--- src/lpw_pkg.sv ---
package lpw_pkg;
  // Register byte offsets
  localparam logic [7:0] OFS_CTRL = 8'h00;
  localparam logic [7:0] OFS_STATUS = 8'h04;
  localparam logic [7:0] OFS_VA_LO = 8'h08;
  localparam logic [7:0] OFS_VA_HI = 8'h0c;
  localparam logic [7:0] OFS_ROOT_LO = 8'h10;
  localparam logic [7:0] OFS_ROOT_HI = 8'h14;
  localparam logic [7:0] OFS_PA_LO = 8'h18;
  localparam logic [7:0] OFS_PA_HI = 8'h1c;
  localparam logic [7:0] OFS_QUERY_FN = 8'h20;
  localparam logic [7:0] OFS_QUERY_A = 8'h24;
  localparam logic [7:0] OFS_QUERY_B = 8'h28;
  localparam logic [7:0] OFS_QUERY_D = 8'h2c;
  localparam logic [7:0] OFS_INT_STATUS = 8'h30;
  localparam logic [7:0] OFS_INT_ENABLE = 8'h34;
  localparam logic [7:0] OFS_INT_CLEAR = 8'h38;
  localparam logic [7:0] OFS_ATTR = 8'h3c;
  // Field positions
  localparam int CTRL_START_BIT = 0;
  localparam int CTRL_STACK_BIT = 1;
  localparam int INT_DONE_BIT = 0;
  localparam int INT_FAULT_BIT = 1;
  localparam int ENT_PRESENT_BIT = 0;
  localparam int ENT_PAGE_SIZE_BIT = 7;
  localparam int ENT_TOP_ZERO_BIT = 8;
  localparam int ENT_NO_EXEC_BIT = 63;
  localparam int FQ_1G_SUPPORT_BIT = 26;
  // Reset values
  localparam logic [31:0] RST_INT_ENABLE = 32'h0000_0000;
  localparam logic [63:0] RST_WORD64 = 64'h0000_0000_0000_0000;
  // Feature-query functions and bus response codes
  localparam logic [31:0] FQ_EXT_FEATURES = 32'h8000_0001;
  localparam logic [31:0] FQ_TLB_1G = 32'h8000_0019;
  localparam logic [1:0] RESP_OKAY = 2'h0;
  localparam logic [1:0] RESP_SLVERR = 2'h2;

  typedef enum logic [2:0] {
    F_NONE = 3'b000,
    F_PAGE = 3'b001,
    F_PROT = 3'b010,
    F_STACK = 3'b011,
    F_RSVD = 3'b100,
    F_SMALL = 3'b101
  } lpw_fault_e;

  typedef enum logic [1:0] {
    ST_IDLE = 2'b00,
    ST_TOP = 2'b01,
    ST_SECOND = 2'b10,
    ST_THIRD = 2'b11
  } lpw_state_e;

  typedef struct packed {
    logic valid;
    logic [51:0] addr;
  } lpw_mem_req_s;

  typedef struct packed {
    logic valid;
    logic [63:0] data;
  } lpw_mem_rsp_s;
endpackage

--- src/lpw_walker.sv ---
// Contract
// - 1G split in four fields, two indices
// - bits 63:48 must sign-extend bit 47
// - 47:39 top index, 38:30 second index
// - 1G offset is VA bits 29:0
// - third-level page-size set ends walk, 2M
// - no leaf entry read for 2M
// - second-level page-size set ends walk, 1G
// - 1G reads only top and second entries
// - upper levels decode as 4K path
// - top entry: base 51:12, no-exec, zero 8:7
// - 2M entry: base 51:21, zero 20:13, flags
// - 1G support in bit 26 of 8000_0001h
// - 8000_0019h returns L1 and L2 counts
// - 2M: 29:21 third index, 20:0 offset
// - not-present entry faults, never updated
// - non-canonical gives protection or stack fault
//
// The placing of the registers and the AXI4-Lite interface to the registers are this design's own decisions.
`timescale 1ns/1ps
module lpw_walker
  import lpw_pkg::*;
#(
  parameter bit SUPPORT_1G = 1'b1,
  parameter logic [31:0] L1_TLB_1G = 32'h0000_0020,
  parameter logic [31:0] L2_TLB_1G = 32'h0000_0400
) (
  input wire logic ref_clk,
  input wire logic reset_n,
  input wire logic [7:0] s_axi_awaddr,
  input wire logic s_axi_awvalid,
  output logic s_axi_awready,
  input wire logic [31:0] s_axi_wdata,
  input wire logic [3:0] s_axi_wstrb,
  input wire logic s_axi_wvalid,
  output logic s_axi_wready,
  output logic [1:0] s_axi_bresp,
  output logic s_axi_bvalid,
  input wire logic s_axi_bready,
  input wire logic [7:0] s_axi_araddr,
  input wire logic s_axi_arvalid,
  output logic s_axi_arready,
  output logic [31:0] s_axi_rdata,
  output logic [1:0] s_axi_rresp,
  output logic s_axi_rvalid,
  input wire logic s_axi_rready,
  output lpw_mem_req_s memReq,
  input wire lpw_mem_rsp_s memRsp,
  output logic irq
);

  function automatic logic [31:0] mergeStrb(input logic [31:0] old,
      input logic [31:0] val, input logic [3:0] strb);
    logic [31:0] r;
    r = old;
    for (int i = 0; i < 4; i++) begin
      if (strb[i]) begin
        r[8*i +: 8] = val[8*i +: 8];
      end
    end
    return r;
  endfunction

  // Bus side state
  logic awHeld, wHeld, bValid, rValid;
  logic [7:0] awAddr;
  logic [31:0] wData, rData;
  logic [3:0] wStrb;
  logic [1:0] bResp, rResp;
  logic [63:0] va, root;
  logic stackRef;
  logic [31:0] queryFn, intEnable, intStatus;
  logic next_awHeld, next_wHeld, next_bValid, next_rValid;
  logic [7:0] next_awAddr;
  logic [31:0] next_wData, next_rData;
  logic [3:0] next_wStrb;
  logic [1:0] next_bResp, next_rResp;
  logic [63:0] next_va, next_root;
  logic next_stackRef;
  logic [31:0] next_queryFn, next_intEnable, next_intStatus;
  // Walker state
  lpw_state_e state, next_state;
  lpw_fault_e fault, next_fault;
  logic [51:0] memAddr, next_memAddr, pa, next_pa;
  logic [63:0] entry, next_entry;
  logic noExecAny, next_noExecAny, is1g, next_is1g;
  logic resultValid, next_resultValid;
  logic evDone, evFault;
  logic doWrite, startPulse, canonical;
  logic [31:0] queryA, queryB, queryD, statusWord;

  assign doWrite = awHeld && wHeld && !bValid;
  assign startPulse = doWrite && awAddr == OFS_CTRL && wStrb[0]
                      && wData[CTRL_START_BIT];
  assign canonical = va[63:48] == {16{va[47]}};

  always_comb begin
    queryA = 32'h0000_0000;
    queryB = 32'h0000_0000;
    queryD = 32'h0000_0000;
    if (queryFn == FQ_EXT_FEATURES) begin
      queryD[FQ_1G_SUPPORT_BIT] = SUPPORT_1G;
    end else if (queryFn == FQ_TLB_1G) begin
      queryA = L1_TLB_1G;
      queryB = L2_TLB_1G;
    end
  end

  assign statusWord = {23'h000000, is1g, 1'b0, fault, 2'h0,
                       resultValid, state != ST_IDLE};

  always_comb begin
    next_awHeld = awHeld;
    next_awAddr = awAddr;
    next_wHeld = wHeld;
    next_wData = wData;
    next_wStrb = wStrb;
    next_bValid = bValid;
    next_bResp = bResp;
    next_rValid = rValid;
    next_rData = rData;
    next_rResp = rResp;
    next_va = va;
    next_root = root;
    next_stackRef = stackRef;
    next_queryFn = queryFn;
    next_intEnable = intEnable;
    next_intStatus = intStatus;
    if (s_axi_awvalid && !awHeld) begin
      next_awHeld = 1'b1;
      next_awAddr = s_axi_awaddr;
    end
    if (s_axi_wvalid && !wHeld) begin
      next_wHeld = 1'b1;
      next_wData = s_axi_wdata;
      next_wStrb = s_axi_wstrb;
    end
    if (bValid && s_axi_bready) begin
      next_bValid = 1'b0;
    end
    if (doWrite) begin
      next_awHeld = 1'b0;
      next_wHeld = 1'b0;
      next_bValid = 1'b1;
      next_bResp = RESP_OKAY;
      case ({awAddr[7:2], 2'b00})
        OFS_CTRL: begin
          if (wStrb[0]) begin
            next_stackRef = wData[CTRL_STACK_BIT];
          end
        end
        OFS_VA_LO: next_va[31:0] = mergeStrb(va[31:0], wData, wStrb);
        OFS_VA_HI: next_va[63:32] = mergeStrb(va[63:32], wData, wStrb);
        OFS_ROOT_LO: next_root[31:0] = mergeStrb(root[31:0], wData, wStrb);
        OFS_ROOT_HI: begin
          next_root[63:32] = mergeStrb(root[63:32], wData, wStrb);
        end
        OFS_QUERY_FN: next_queryFn = mergeStrb(queryFn, wData, wStrb);
        OFS_INT_ENABLE: begin
          next_intEnable = mergeStrb(intEnable, wData, wStrb);
        end
        OFS_INT_CLEAR: begin
          next_intStatus = intStatus & ~mergeStrb(32'h0, wData, wStrb);
        end
        OFS_STATUS, OFS_PA_LO, OFS_PA_HI, OFS_QUERY_A, OFS_QUERY_B,
        OFS_QUERY_D, OFS_INT_STATUS, OFS_ATTR: begin
          next_bResp = RESP_OKAY;
        end
        default: next_bResp = RESP_SLVERR;
      endcase
    end
    // A walk event in the clearing cycle still lands
    next_intStatus[INT_DONE_BIT] = next_intStatus[INT_DONE_BIT] | evDone;
    next_intStatus[INT_FAULT_BIT] = next_intStatus[INT_FAULT_BIT] | evFault;
    if (rValid && s_axi_rready) begin
      next_rValid = 1'b0;
    end
    if (s_axi_arvalid && !rValid) begin
      next_rValid = 1'b1;
      next_rResp = RESP_OKAY;
      case ({s_axi_araddr[7:2], 2'b00})
        OFS_CTRL: next_rData = {30'h0, stackRef, 1'b0};
        OFS_STATUS: next_rData = statusWord;
        OFS_VA_LO: next_rData = va[31:0];
        OFS_VA_HI: next_rData = va[63:32];
        OFS_ROOT_LO: next_rData = root[31:0];
        OFS_ROOT_HI: next_rData = root[63:32];
        OFS_PA_LO: next_rData = pa[31:0];
        OFS_PA_HI: next_rData = {12'h000, pa[51:32]};
        OFS_QUERY_FN: next_rData = queryFn;
        OFS_QUERY_A: next_rData = queryA;
        OFS_QUERY_B: next_rData = queryB;
        OFS_QUERY_D: next_rData = queryD;
        OFS_INT_STATUS: next_rData = intStatus;
        OFS_INT_ENABLE: next_rData = intEnable;
        OFS_INT_CLEAR: next_rData = 32'h0000_0000;
        OFS_ATTR: next_rData = {noExecAny, 18'h00000, entry[12:0]};
        default: begin
          next_rData = 32'h0000_0000;
          next_rResp = RESP_SLVERR;
        end
      endcase
    end
  end

  always_ff @(posedge ref_clk or negedge reset_n) begin
    if (!reset_n) begin
      awHeld <= 1'b0;
      awAddr <= 8'h00;
      wHeld <= 1'b0;
      wData <= 32'h0000_0000;
      wStrb <= 4'h0;
      bValid <= 1'b0;
      bResp <= RESP_OKAY;
      rValid <= 1'b0;
      rData <= 32'h0000_0000;
      rResp <= RESP_OKAY;
      va <= RST_WORD64;
      root <= RST_WORD64;
      stackRef <= 1'b0;
      queryFn <= 32'h0000_0000;
      intEnable <= RST_INT_ENABLE;
      intStatus <= 32'h0000_0000;
    end else begin
      awHeld <= next_awHeld;
      awAddr <= next_awAddr;
      wHeld <= next_wHeld;
      wData <= next_wData;
      wStrb <= next_wStrb;
      bValid <= next_bValid;
      bResp <= next_bResp;
      rValid <= next_rValid;
      rData <= next_rData;
      rResp <= next_rResp;
      va <= next_va;
      root <= next_root;
      stackRef <= next_stackRef;
      queryFn <= next_queryFn;
      intEnable <= next_intEnable;
      intStatus <= next_intStatus;
    end
  end

  assign s_axi_awready = !awHeld;
  assign s_axi_wready = !wHeld;
  assign s_axi_bvalid = bValid;
  assign s_axi_bresp = bResp;
  assign s_axi_arready = !rValid;
  assign s_axi_rvalid = rValid;
  assign s_axi_rdata = rData;
  assign s_axi_rresp = rResp;
  assign irq = |(intStatus & intEnable);

  // Walk: one entry read in flight; entries are only read, never written
  always_comb begin
    next_state = state;
    next_fault = fault;
    next_memAddr = memAddr;
    next_pa = pa;
    next_entry = entry;
    next_noExecAny = noExecAny;
    next_is1g = is1g;
    next_resultValid = resultValid;
    evDone = 1'b0;
    evFault = 1'b0;
    case (state)
      ST_IDLE: begin
        if (startPulse) begin
          next_resultValid = 1'b0;
          next_noExecAny = 1'b0;
          next_is1g = 1'b0;
          if (!canonical) begin
            // The stack flag rides on this very write; the register lags
            next_fault = wData[CTRL_STACK_BIT] ? F_STACK : F_PROT;
            evFault = 1'b1;
          end else begin
            next_fault = F_NONE;
            next_state = ST_TOP;
            next_memAddr = {root[51:12], va[47:39], 3'b000};
          end
        end
      end
      ST_TOP: begin
        if (memRsp.valid) begin
          next_entry = memRsp.data;
          if (!memRsp.data[ENT_PRESENT_BIT]) begin
            next_fault = F_PAGE;
            next_state = ST_IDLE;
            evFault = 1'b1;
          end else if (|memRsp.data[ENT_TOP_ZERO_BIT:ENT_PAGE_SIZE_BIT]) begin
            next_fault = F_RSVD;
            next_state = ST_IDLE;
            evFault = 1'b1;
          end else begin
            next_noExecAny = memRsp.data[ENT_NO_EXEC_BIT];
            next_state = ST_SECOND;
            next_memAddr = {memRsp.data[51:12], va[38:30], 3'b000};
          end
        end
      end
      ST_SECOND: begin
        if (memRsp.valid) begin
          next_entry = memRsp.data;
          if (!memRsp.data[ENT_PRESENT_BIT]) begin
            next_fault = F_PAGE;
            next_state = ST_IDLE;
            evFault = 1'b1;
          end else if (memRsp.data[ENT_PAGE_SIZE_BIT]) begin
            // 1G leaf: walk ends after two reads
            next_noExecAny = noExecAny | memRsp.data[ENT_NO_EXEC_BIT];
            next_pa = {memRsp.data[51:30], va[29:0]};
            next_is1g = 1'b1;
            next_resultValid = 1'b1;
            next_state = ST_IDLE;
            evDone = 1'b1;
          end else begin
            next_noExecAny = noExecAny | memRsp.data[ENT_NO_EXEC_BIT];
            next_state = ST_THIRD;
            next_memAddr = {memRsp.data[51:12], va[29:21], 3'b000};
          end
        end
      end
      ST_THIRD: begin
        if (memRsp.valid) begin
          next_entry = memRsp.data;
          next_state = ST_IDLE;
          if (!memRsp.data[ENT_PRESENT_BIT]) begin
            next_fault = F_PAGE;
            evFault = 1'b1;
          end else if (!memRsp.data[ENT_PAGE_SIZE_BIT]) begin
            // 4K tables are not walked by this block
            next_fault = F_SMALL;
            evFault = 1'b1;
          end else if (|memRsp.data[20:13]) begin
            next_fault = F_RSVD;
            evFault = 1'b1;
          end else begin
            next_noExecAny = noExecAny | memRsp.data[ENT_NO_EXEC_BIT];
            next_pa = {memRsp.data[51:21], va[20:0]};
            next_resultValid = 1'b1;
            evDone = 1'b1;
          end
        end
      end
      default: next_state = ST_IDLE;
    endcase
  end

  always_ff @(posedge ref_clk or negedge reset_n) begin
    if (!reset_n) begin
      state <= ST_IDLE;
      fault <= F_NONE;
      memAddr <= 52'h0;
      pa <= 52'h0;
      entry <= RST_WORD64;
      noExecAny <= 1'b0;
      is1g <= 1'b0;
      resultValid <= 1'b0;
    end else begin
      state <= next_state;
      fault <= next_fault;
      memAddr <= next_memAddr;
      pa <= next_pa;
      entry <= next_entry;
      noExecAny <= next_noExecAny;
      is1g <= next_is1g;
      resultValid <= next_resultValid;
    end
  end

  assign memReq.valid = state != ST_IDLE;
  assign memReq.addr = memAddr;
endmodule

--- config.mk ---
export PLATFORM = sky130hd
export DESIGN_NAME = lpw_walker
export DESIGN_NICKNAME = d
export VERILOG_FILES = /design/src/lpw_pkg.sv /design/src/lpw_walker.sv
export SDC_FILE = /design/constraint.sdc
export NUM_CORES = 1
export LEC_CHECK = 0
export BUFFER_PORTS_ARGS = -buffer_cell sky130_fd_sc_hd__buf_2
export CAP_MARGIN = 10
export CORE_ASPECT_RATIO = 1.2
export CORE_MARGIN = 2
export CORE_UTILIZATION = 61
export CTS_BUF_LIST = sky130_fd_sc_hd__clkbuf_4
export DETAILED_ROUTE_END_ITERATION = 10
export GPL_TIMING_DRIVEN = 0
export PLACE_DENSITY = 0.83
export SYNTH_ARGS = -nofsm -noshare
export SYNTH_HDL_FRONTEND = slang
export SYNTH_SLANG_ARGS = --single-unit
--- constraint.sdc ---
create_clock -name ref_clk -period 3 [get_ports ref_clk]
set_input_delay 0.6 -clock ref_clk [delete_from_list [all_inputs] [get_ports ref_clk]]
set_output_delay 0.6 -clock ref_clk [all_outputs]
set_load 0.1 [all_outputs]
* Yosys cells after proc, flatten, opt, wreduce, memory -nomap -nowiden
Index checks and enable logic that the tools add are counted.
Storage, ports and cells: flip-flop bits (word level) 434
Operators by class: equality and inequality tests 52, muxes and demuxes 110, bitwise operators 6, reductions and logical operators 67
Operators with widths (number):
- 52-bit two-way mux | 15
- 32-bit case mux with 15 select lines | 1
- 52-bit case mux with 3 select lines | 1
- 52-bit case mux with 2 select lines | 1
- 6-bit by 4-bit equality test with 1-bit output (second input constant) | 16
- 8-bit two-way mux | 12
- 3-bit AND reduction | 25
- 32-bit bitwise AND | 2
- 32-bit equality test (second input constant) | 2
- 32-bit two-way mux | 2
- 6-bit by 3-bit equality test with 1-bit output (second input constant) | 8
- 1-bit two-way mux | 45
- 32-bit inverter | 1
- 16-bit OR reduction | 2
- 32-bit OR reduction | 1
- 3-bit two-way mux | 10
- 2-bit two-way mux | 14
- 2-bit inequality test (second input constant) | 14
- 6-bit by 2-bit equality test with 1-bit output (second input constant) | 4
- 9-bit AND reduction | 2
- 16-bit equality test | 1
- 2-bit nonzero test | 7
- 6-bit by 1-bit equality test with 1-bit output (second input constant) | 2
- 6-bit zero test | 2
- 25 further kinds | 45

* Longest topological paths before layout
word-level depth 8, mapped depth 9, mapped depth without buffers 7

* Least setup slack after synthesis
No wires, ideal clock.
path type flip-flop to flip-flop, start point register bValid, in the netlist s_axi_bvalid, end point register memAddr[41], data arrival time 2676 ps, data required time 2872 ps, path slack 196 ps, stages on the path, launching flop included 10, buffers on the path 4, cells stage by stage dfrtp_1 > and4b_1 > buf_2 > nand4_1 > and2_1 > clkbuf_1 > a211oi_2 > buf_6 > buf_8 > mux2_1
On the way: cells in the longest elaborated chain, start to end 7
Ends and longest elaborated chain:
- start: declaration | line lpw_walker.sv:65 | logic awHeld, wHeld, bValid, rValid;
- start signal: assignment | line lpw_walker.sv:230 | bValid <= next_bValid;
- 1-bit zero test | line lpw_walker.sv:92 | assign doWrite = awHeld && wHeld && !bValid;
- 1-bit logical AND | line lpw_walker.sv:92
- 1-bit logical AND (2 in series) | line lpw_walker.sv:93 | assign startPulse = doWrite && awAddr == OFS_CTRL && wStrb[0]
- 1-bit logical AND | line lpw_walker.sv:94 | && wData[CTRL_START_BIT];
- 2-bit inequality test (no source line)
- 9-bit AND reduction (no source line)
- end signal: assignment | line lpw_walker.sv:362 | memAddr <= next_memAddr;
- end: declaration | line lpw_walker.sv:84 | logic [51:0] memAddr, next_memAddr, pa, next_pa;
No other way between the ends. A chain may end at the register's enable or synchronous reset.

* Worst setup path in the final report
start point register intStatus[28], end point output port irq
On the way: cells in the longest elaborated chain, start to end 2
Ends and longest elaborated chain:
- start: declaration | line lpw_walker.sv:72 | logic [31:0] queryFn, intEnable, intStatus;
- start signal: assignment | line lpw_walker.sv:240 | intStatus <= next_intStatus;
- 32-bit bitwise AND | line lpw_walker.sv:252 | assign irq = |(intStatus & intEnable);
- 32-bit OR reduction | line lpw_walker.sv:252
- end: declaration | line lpw_walker.sv:49 | output logic irq
No other way between the ends.

==> flow_summary.json <==
{
  "min_path_type": "in -> reg",
  "r2r-start": "va[52]$_DFFE_PN0P_",
  "vias": 15330,
  "synth_edf_count": 0,
  "antenna_found_initial": 3,
  "powerDensity_mw_per_mm2": 1046,
  "worstSetupStartpointType": "register",
  "multi_input_area_sq_mm": 0.007766,
  "fin_crit_sh_pct": 103.9,
  "syn_to_final_growth_pct": 15.62,
  "synth.distinct_cells": 55,
  "crit_family": "simple AND/OR/NAND/NOR gates",
  "start_util_pct": 62.30,
  "r2r_cells": 7,
  "ant_nets": 0,
  "hold_viol": 0,
  "seq_power_share_pct": 43.0,
  "root_buffer": "clkbuf_4",
  "fin_crit_ns": 3.116,
  "hold_end": "entry[1]$_DFFE_PN0P_",
  "nNetsFinal": 1989,
  "vdd_ir_drop_max_v": 0.001007,
  "stdcell_area_sq_mm": 0.02208,
  "port_buffers": 200,
  "synth.cell_area_sq_mm": 0.01910,
  "placed_cell_area_sq_mm": 0.02071,
  "finalSetupViolations": 2,
  "finalMaxSlewViolations": 0,
  "cts.sinks": 429,
  "seqCellArea_sq_mm": 0.01074,
  "wl_microns": 61790,
  "rows": 70,
  "die_area_sq_mm": 0.03275,
  "violations": "negative setup slack",
  "clk_pin_slew_ns": 0.06,
  "drive_gt1_share_pct": 36.78,
  "path_cells": "a22o_1 -> a221oi_2 -> nand3_1 -> or4_4 -> buf_12",
  "min_path_cells": 2,
  "path_max_fanout": 3,
  "synth_flop_cell": "dfrtp_1",
  "grt_usage_pct": 38.53,
  "seq_area_frac_synth_pct": 56.21,
  "cts_htree_levels": 3,
  "nFillCells": 2149,
  "synth_cells": 1541,
  "synth-async-reset-ratio_pct": 100.0,
  "gr-total-overflow": 0,
  "p_sw_share_pct": 42.74,
  "status": "complete, but fails checks",
  "numCtsBuffers": 106,
  "tns_ns": -0.1648,
  "syn_avg_cell_area_sq_um": 12.39,
  "routedWlPerCell_microns": 26.59,
  "critPathSlowestCell": "or4_4",
  "grt_pass1_wl_microns": 92200,
  "ff2ff_setup_slack_ns": 0.02,
  "rsz0062_at_grt": "yes",
  "die_w_microns": 165.5,
  "cp.arrival_ns": 2.52,
  "clockBufferDepth": 3,
  "cp.required_ns": 2.40,
  "dp_worst_setup_slack_ns": -0.7617,
  "worst_pin_slew_ns": 1.212,
  "grt_max_degree": 127,
  "firstDrtPassIters": 8,
  "power_frac_comb_pct": 36.2,
  "pwr-share-clk_pct": 20.8,
  "setup_slack_ns": -0.1162,
  "end_kind": "output pin",
  "hpwlAfterDp_microns": 43290,
  "reg2reg_to": "memAddr[50]$_DFFE_PN0P_",
  "intPower_w": 0.01323,
  "crit_type": "reg -> out",
  "drt_iter0_drc": 2401,
  "p_total_w": 0.02310,
  "drcViolationCount": 0,
  "cts_tree": "yes",
  "fmax_ghz": 0.3209,
  "die_h_microns": 197.8,
  "p_leak_nw": 10.62,
  "drv_cap": 0,
  "yosysWarnings": 0,
  "crit_buf_inv": 1,
  "grt_pass1_vias": 15530,
  "slew_headroom_pct": 19.21,
  "power.switching_w": 0.009873,
  "hp-start": "memRsp[1]",
  "finClkSkew_ns": 0.05342,
  "ys_ff_latch": 429,
  "insertion_delay_ns": 0.80,
  "place.gp.congestion": 0.9474,
  "io_pins": 219,
  "core_sq_mm": 0.03065,
  "post_drt_via_cell_ratio": 6.597,
  "max_stage_delay_ns": 0.54
}
==> logic make-up after synthesis <==
kind of cell               share of synthesized area, %
muxes                                             20.15
DFF                                               56.21
AOI/OAI and AO/OA                                 13.40
other                                           0.01964
adders and majority gates                        0.2621
buffers and inverters                             3.400
and+or+nand+nor                                   6.558
==> through the flow <==
stage	std cells	hold slack [ns]	utilization, %
2_1_floorplan	1545	0.3044	-
4_1_cts	2321	0.01336	71.98
5_1_grt	2323	0.03876	72.02
3_3_place_gp	2141	0.4666	67.23
3_5_place_dp	2145	0.4738	67.57
6_report	2324	0.03913	72.03
==> sequential cells by signal, indices dropped and copies added (netlist names) <==
| register | count |
|---|---|
| noExecAny | 1 |
| s_axi_rvalid | 1 |
| s_axi_rresp | 1 |
| resultValid | 1 |
| memAddr | 49 |
| va | 64 |
| awHeld | 1 |
| root | 64 |
| s_axi_bvalid | 1 |
| wHeld | 1 |
| intStatus | 32 |
| state | 2 |
| intEnable | 32 |
| entry | 13 |
| is1g | 1 |
| wData | 32 |
| stackRef | 1 |
| pa | 52 |
| fault | 3 |
| s_axi_bresp | 1 |
| queryFn | 32 |
| s_axi_rdata | 32 |
| awAddr | 8 |
| wStrb | 4 |
==> per-layer routing <==
metal,up-vias,GRT usage [%],wire [microns]
met5,-,0.9404,36
met4,2,25.67,4848
met3,259,9.698,6156
met2,1000,58.72,28110
met1,7685,48.63,22640
li1,6385,-,-
==> power groups by stage <==
stage	Combinational, W	Sequential [W]	Clock, W
CTS	0.00832	0.00982	0.00483
global placement	0.00799	0.00980	0
detailed placement	0.00823	0.00991	0
global route	0.00887	0.0101	0.00513
floorplan	0.00455	0.0107	0
finish	0.00837	0.00993	0.00480
==> what timing repair did <==
item,4_1_cts,5_1_grt
hold buffers,2,0
resized for setup,10,8
setup endpoints to repair,47,19
endpoints found under the hold margin,101,0
pin swaps,2,0
setup buffers,2,0
gates cloned,0,0
==> how the worst max path moves through the flow <==
stage | from | to | slack (ns) | depth (start not counted)
floorplan | s_axi_bvalid$_DFFE_PN0P_ | memAddr[41]$_DFFE_PN0P_ | 0.20 | 9
global placement | reset_n | memAddr[14]$_DFFE_PN0P_ | -6.89 | 1
detailed placement | s_axi_araddr[4] | s_axi_rdata[15]$_DFFE_PN0P_ | -0.76 | 8
CTS | intStatus[28]$_DFFE_PN0P_ | irq | -0.11 | 5
global route | intStatus[28]$_DFFE_PN0P_ | irq | -0.16 | 5
finish | intStatus[28]$_DFFE_PN0P_ | irq | -0.12 | 5
==> layout by cell type (no fill, tap or decap), drive strengths merged, types with 19 or more instances in the layout <==
cell type,instances
nand2,94
o21ai,71
a22o,33
buf,226
a22oi,87
mux2,323
dfrtp,429
clkbuf,238
nand4,19
inv,52
a21boi,31
nor2,45
a21oi,36
a222oi,36
nand3,22
mux2i,21
==> worst reg2reg max path: stages, from the launching register on <==
cell	delay [ns]
dfrtp_1	0.40
or4_1	0.55
nor4_2	0.36
o22ai_1	0.31
a211oi_2	0.46
buf_6	0.25
buf_8	0.18
mux2_1	0.34
==> Yosys cell counts (4+ instances only) <==
| library cell | n | area share (%) |
|---|---|---|
| o21ai_0 | 71 | 1.9 |
| and2_1 | 13 | 0.43 |
| clkbuf_1 | 86 | 1.7 |
| nand4_1 | 19 | 0.62 |
| nor2b_1 | 8 | 0.26 |
| buf_2 | 6 | 0.16 |
| a22oi_1 | 87 | 3.4 |
| nand2_1 | 94 | 1.8 |
| a21boi_0 | 31 | 1.2 |
| nor3_1 | 8 | 0.21 |
| a21oi_1 | 36 | 0.94 |
| buf_4 | 8 | 0.31 |
| mux2_2 | 313 | 18 |
| ha_1 | 4 | 0.26 |
| inv_1 | 51 | 1.0 |
| a22o_1 | 33 | 1.5 |
| nand3_1 | 22 | 0.58 |
| nor4_1 | 11 | 0.36 |
| mux2_1 | 10 | 0.59 |
| buf_1 | 5 | 0.098 |
| and3_1 | 13 | 0.43 |
| a221o_1 | 16 | 0.84 |
| dfrtp_1 | 429 | 56 |
| a222oi_1 | 36 | 1.9 |
| nor2_1 | 45 | 0.88 |
| mux2i_1 | 21 | 1.1 |
| o2bb2ai_1 | 11 | 0.50 |
| a31oi_1 | 6 | 0.20 |
==> final cells by class <==
cell class	instances	area share, %
clock buffers	151	5.134
flip-flops and latches	429	48.62
diodes	3	0.03400
repair buffers	208	5.213
clock inverters	21	0.6290
well taps	396	2.244
inverters	51	0.8670
plain buffers	107	2.091
multi-input cells	958	35.17
Power figures use the tool's default switching activity.
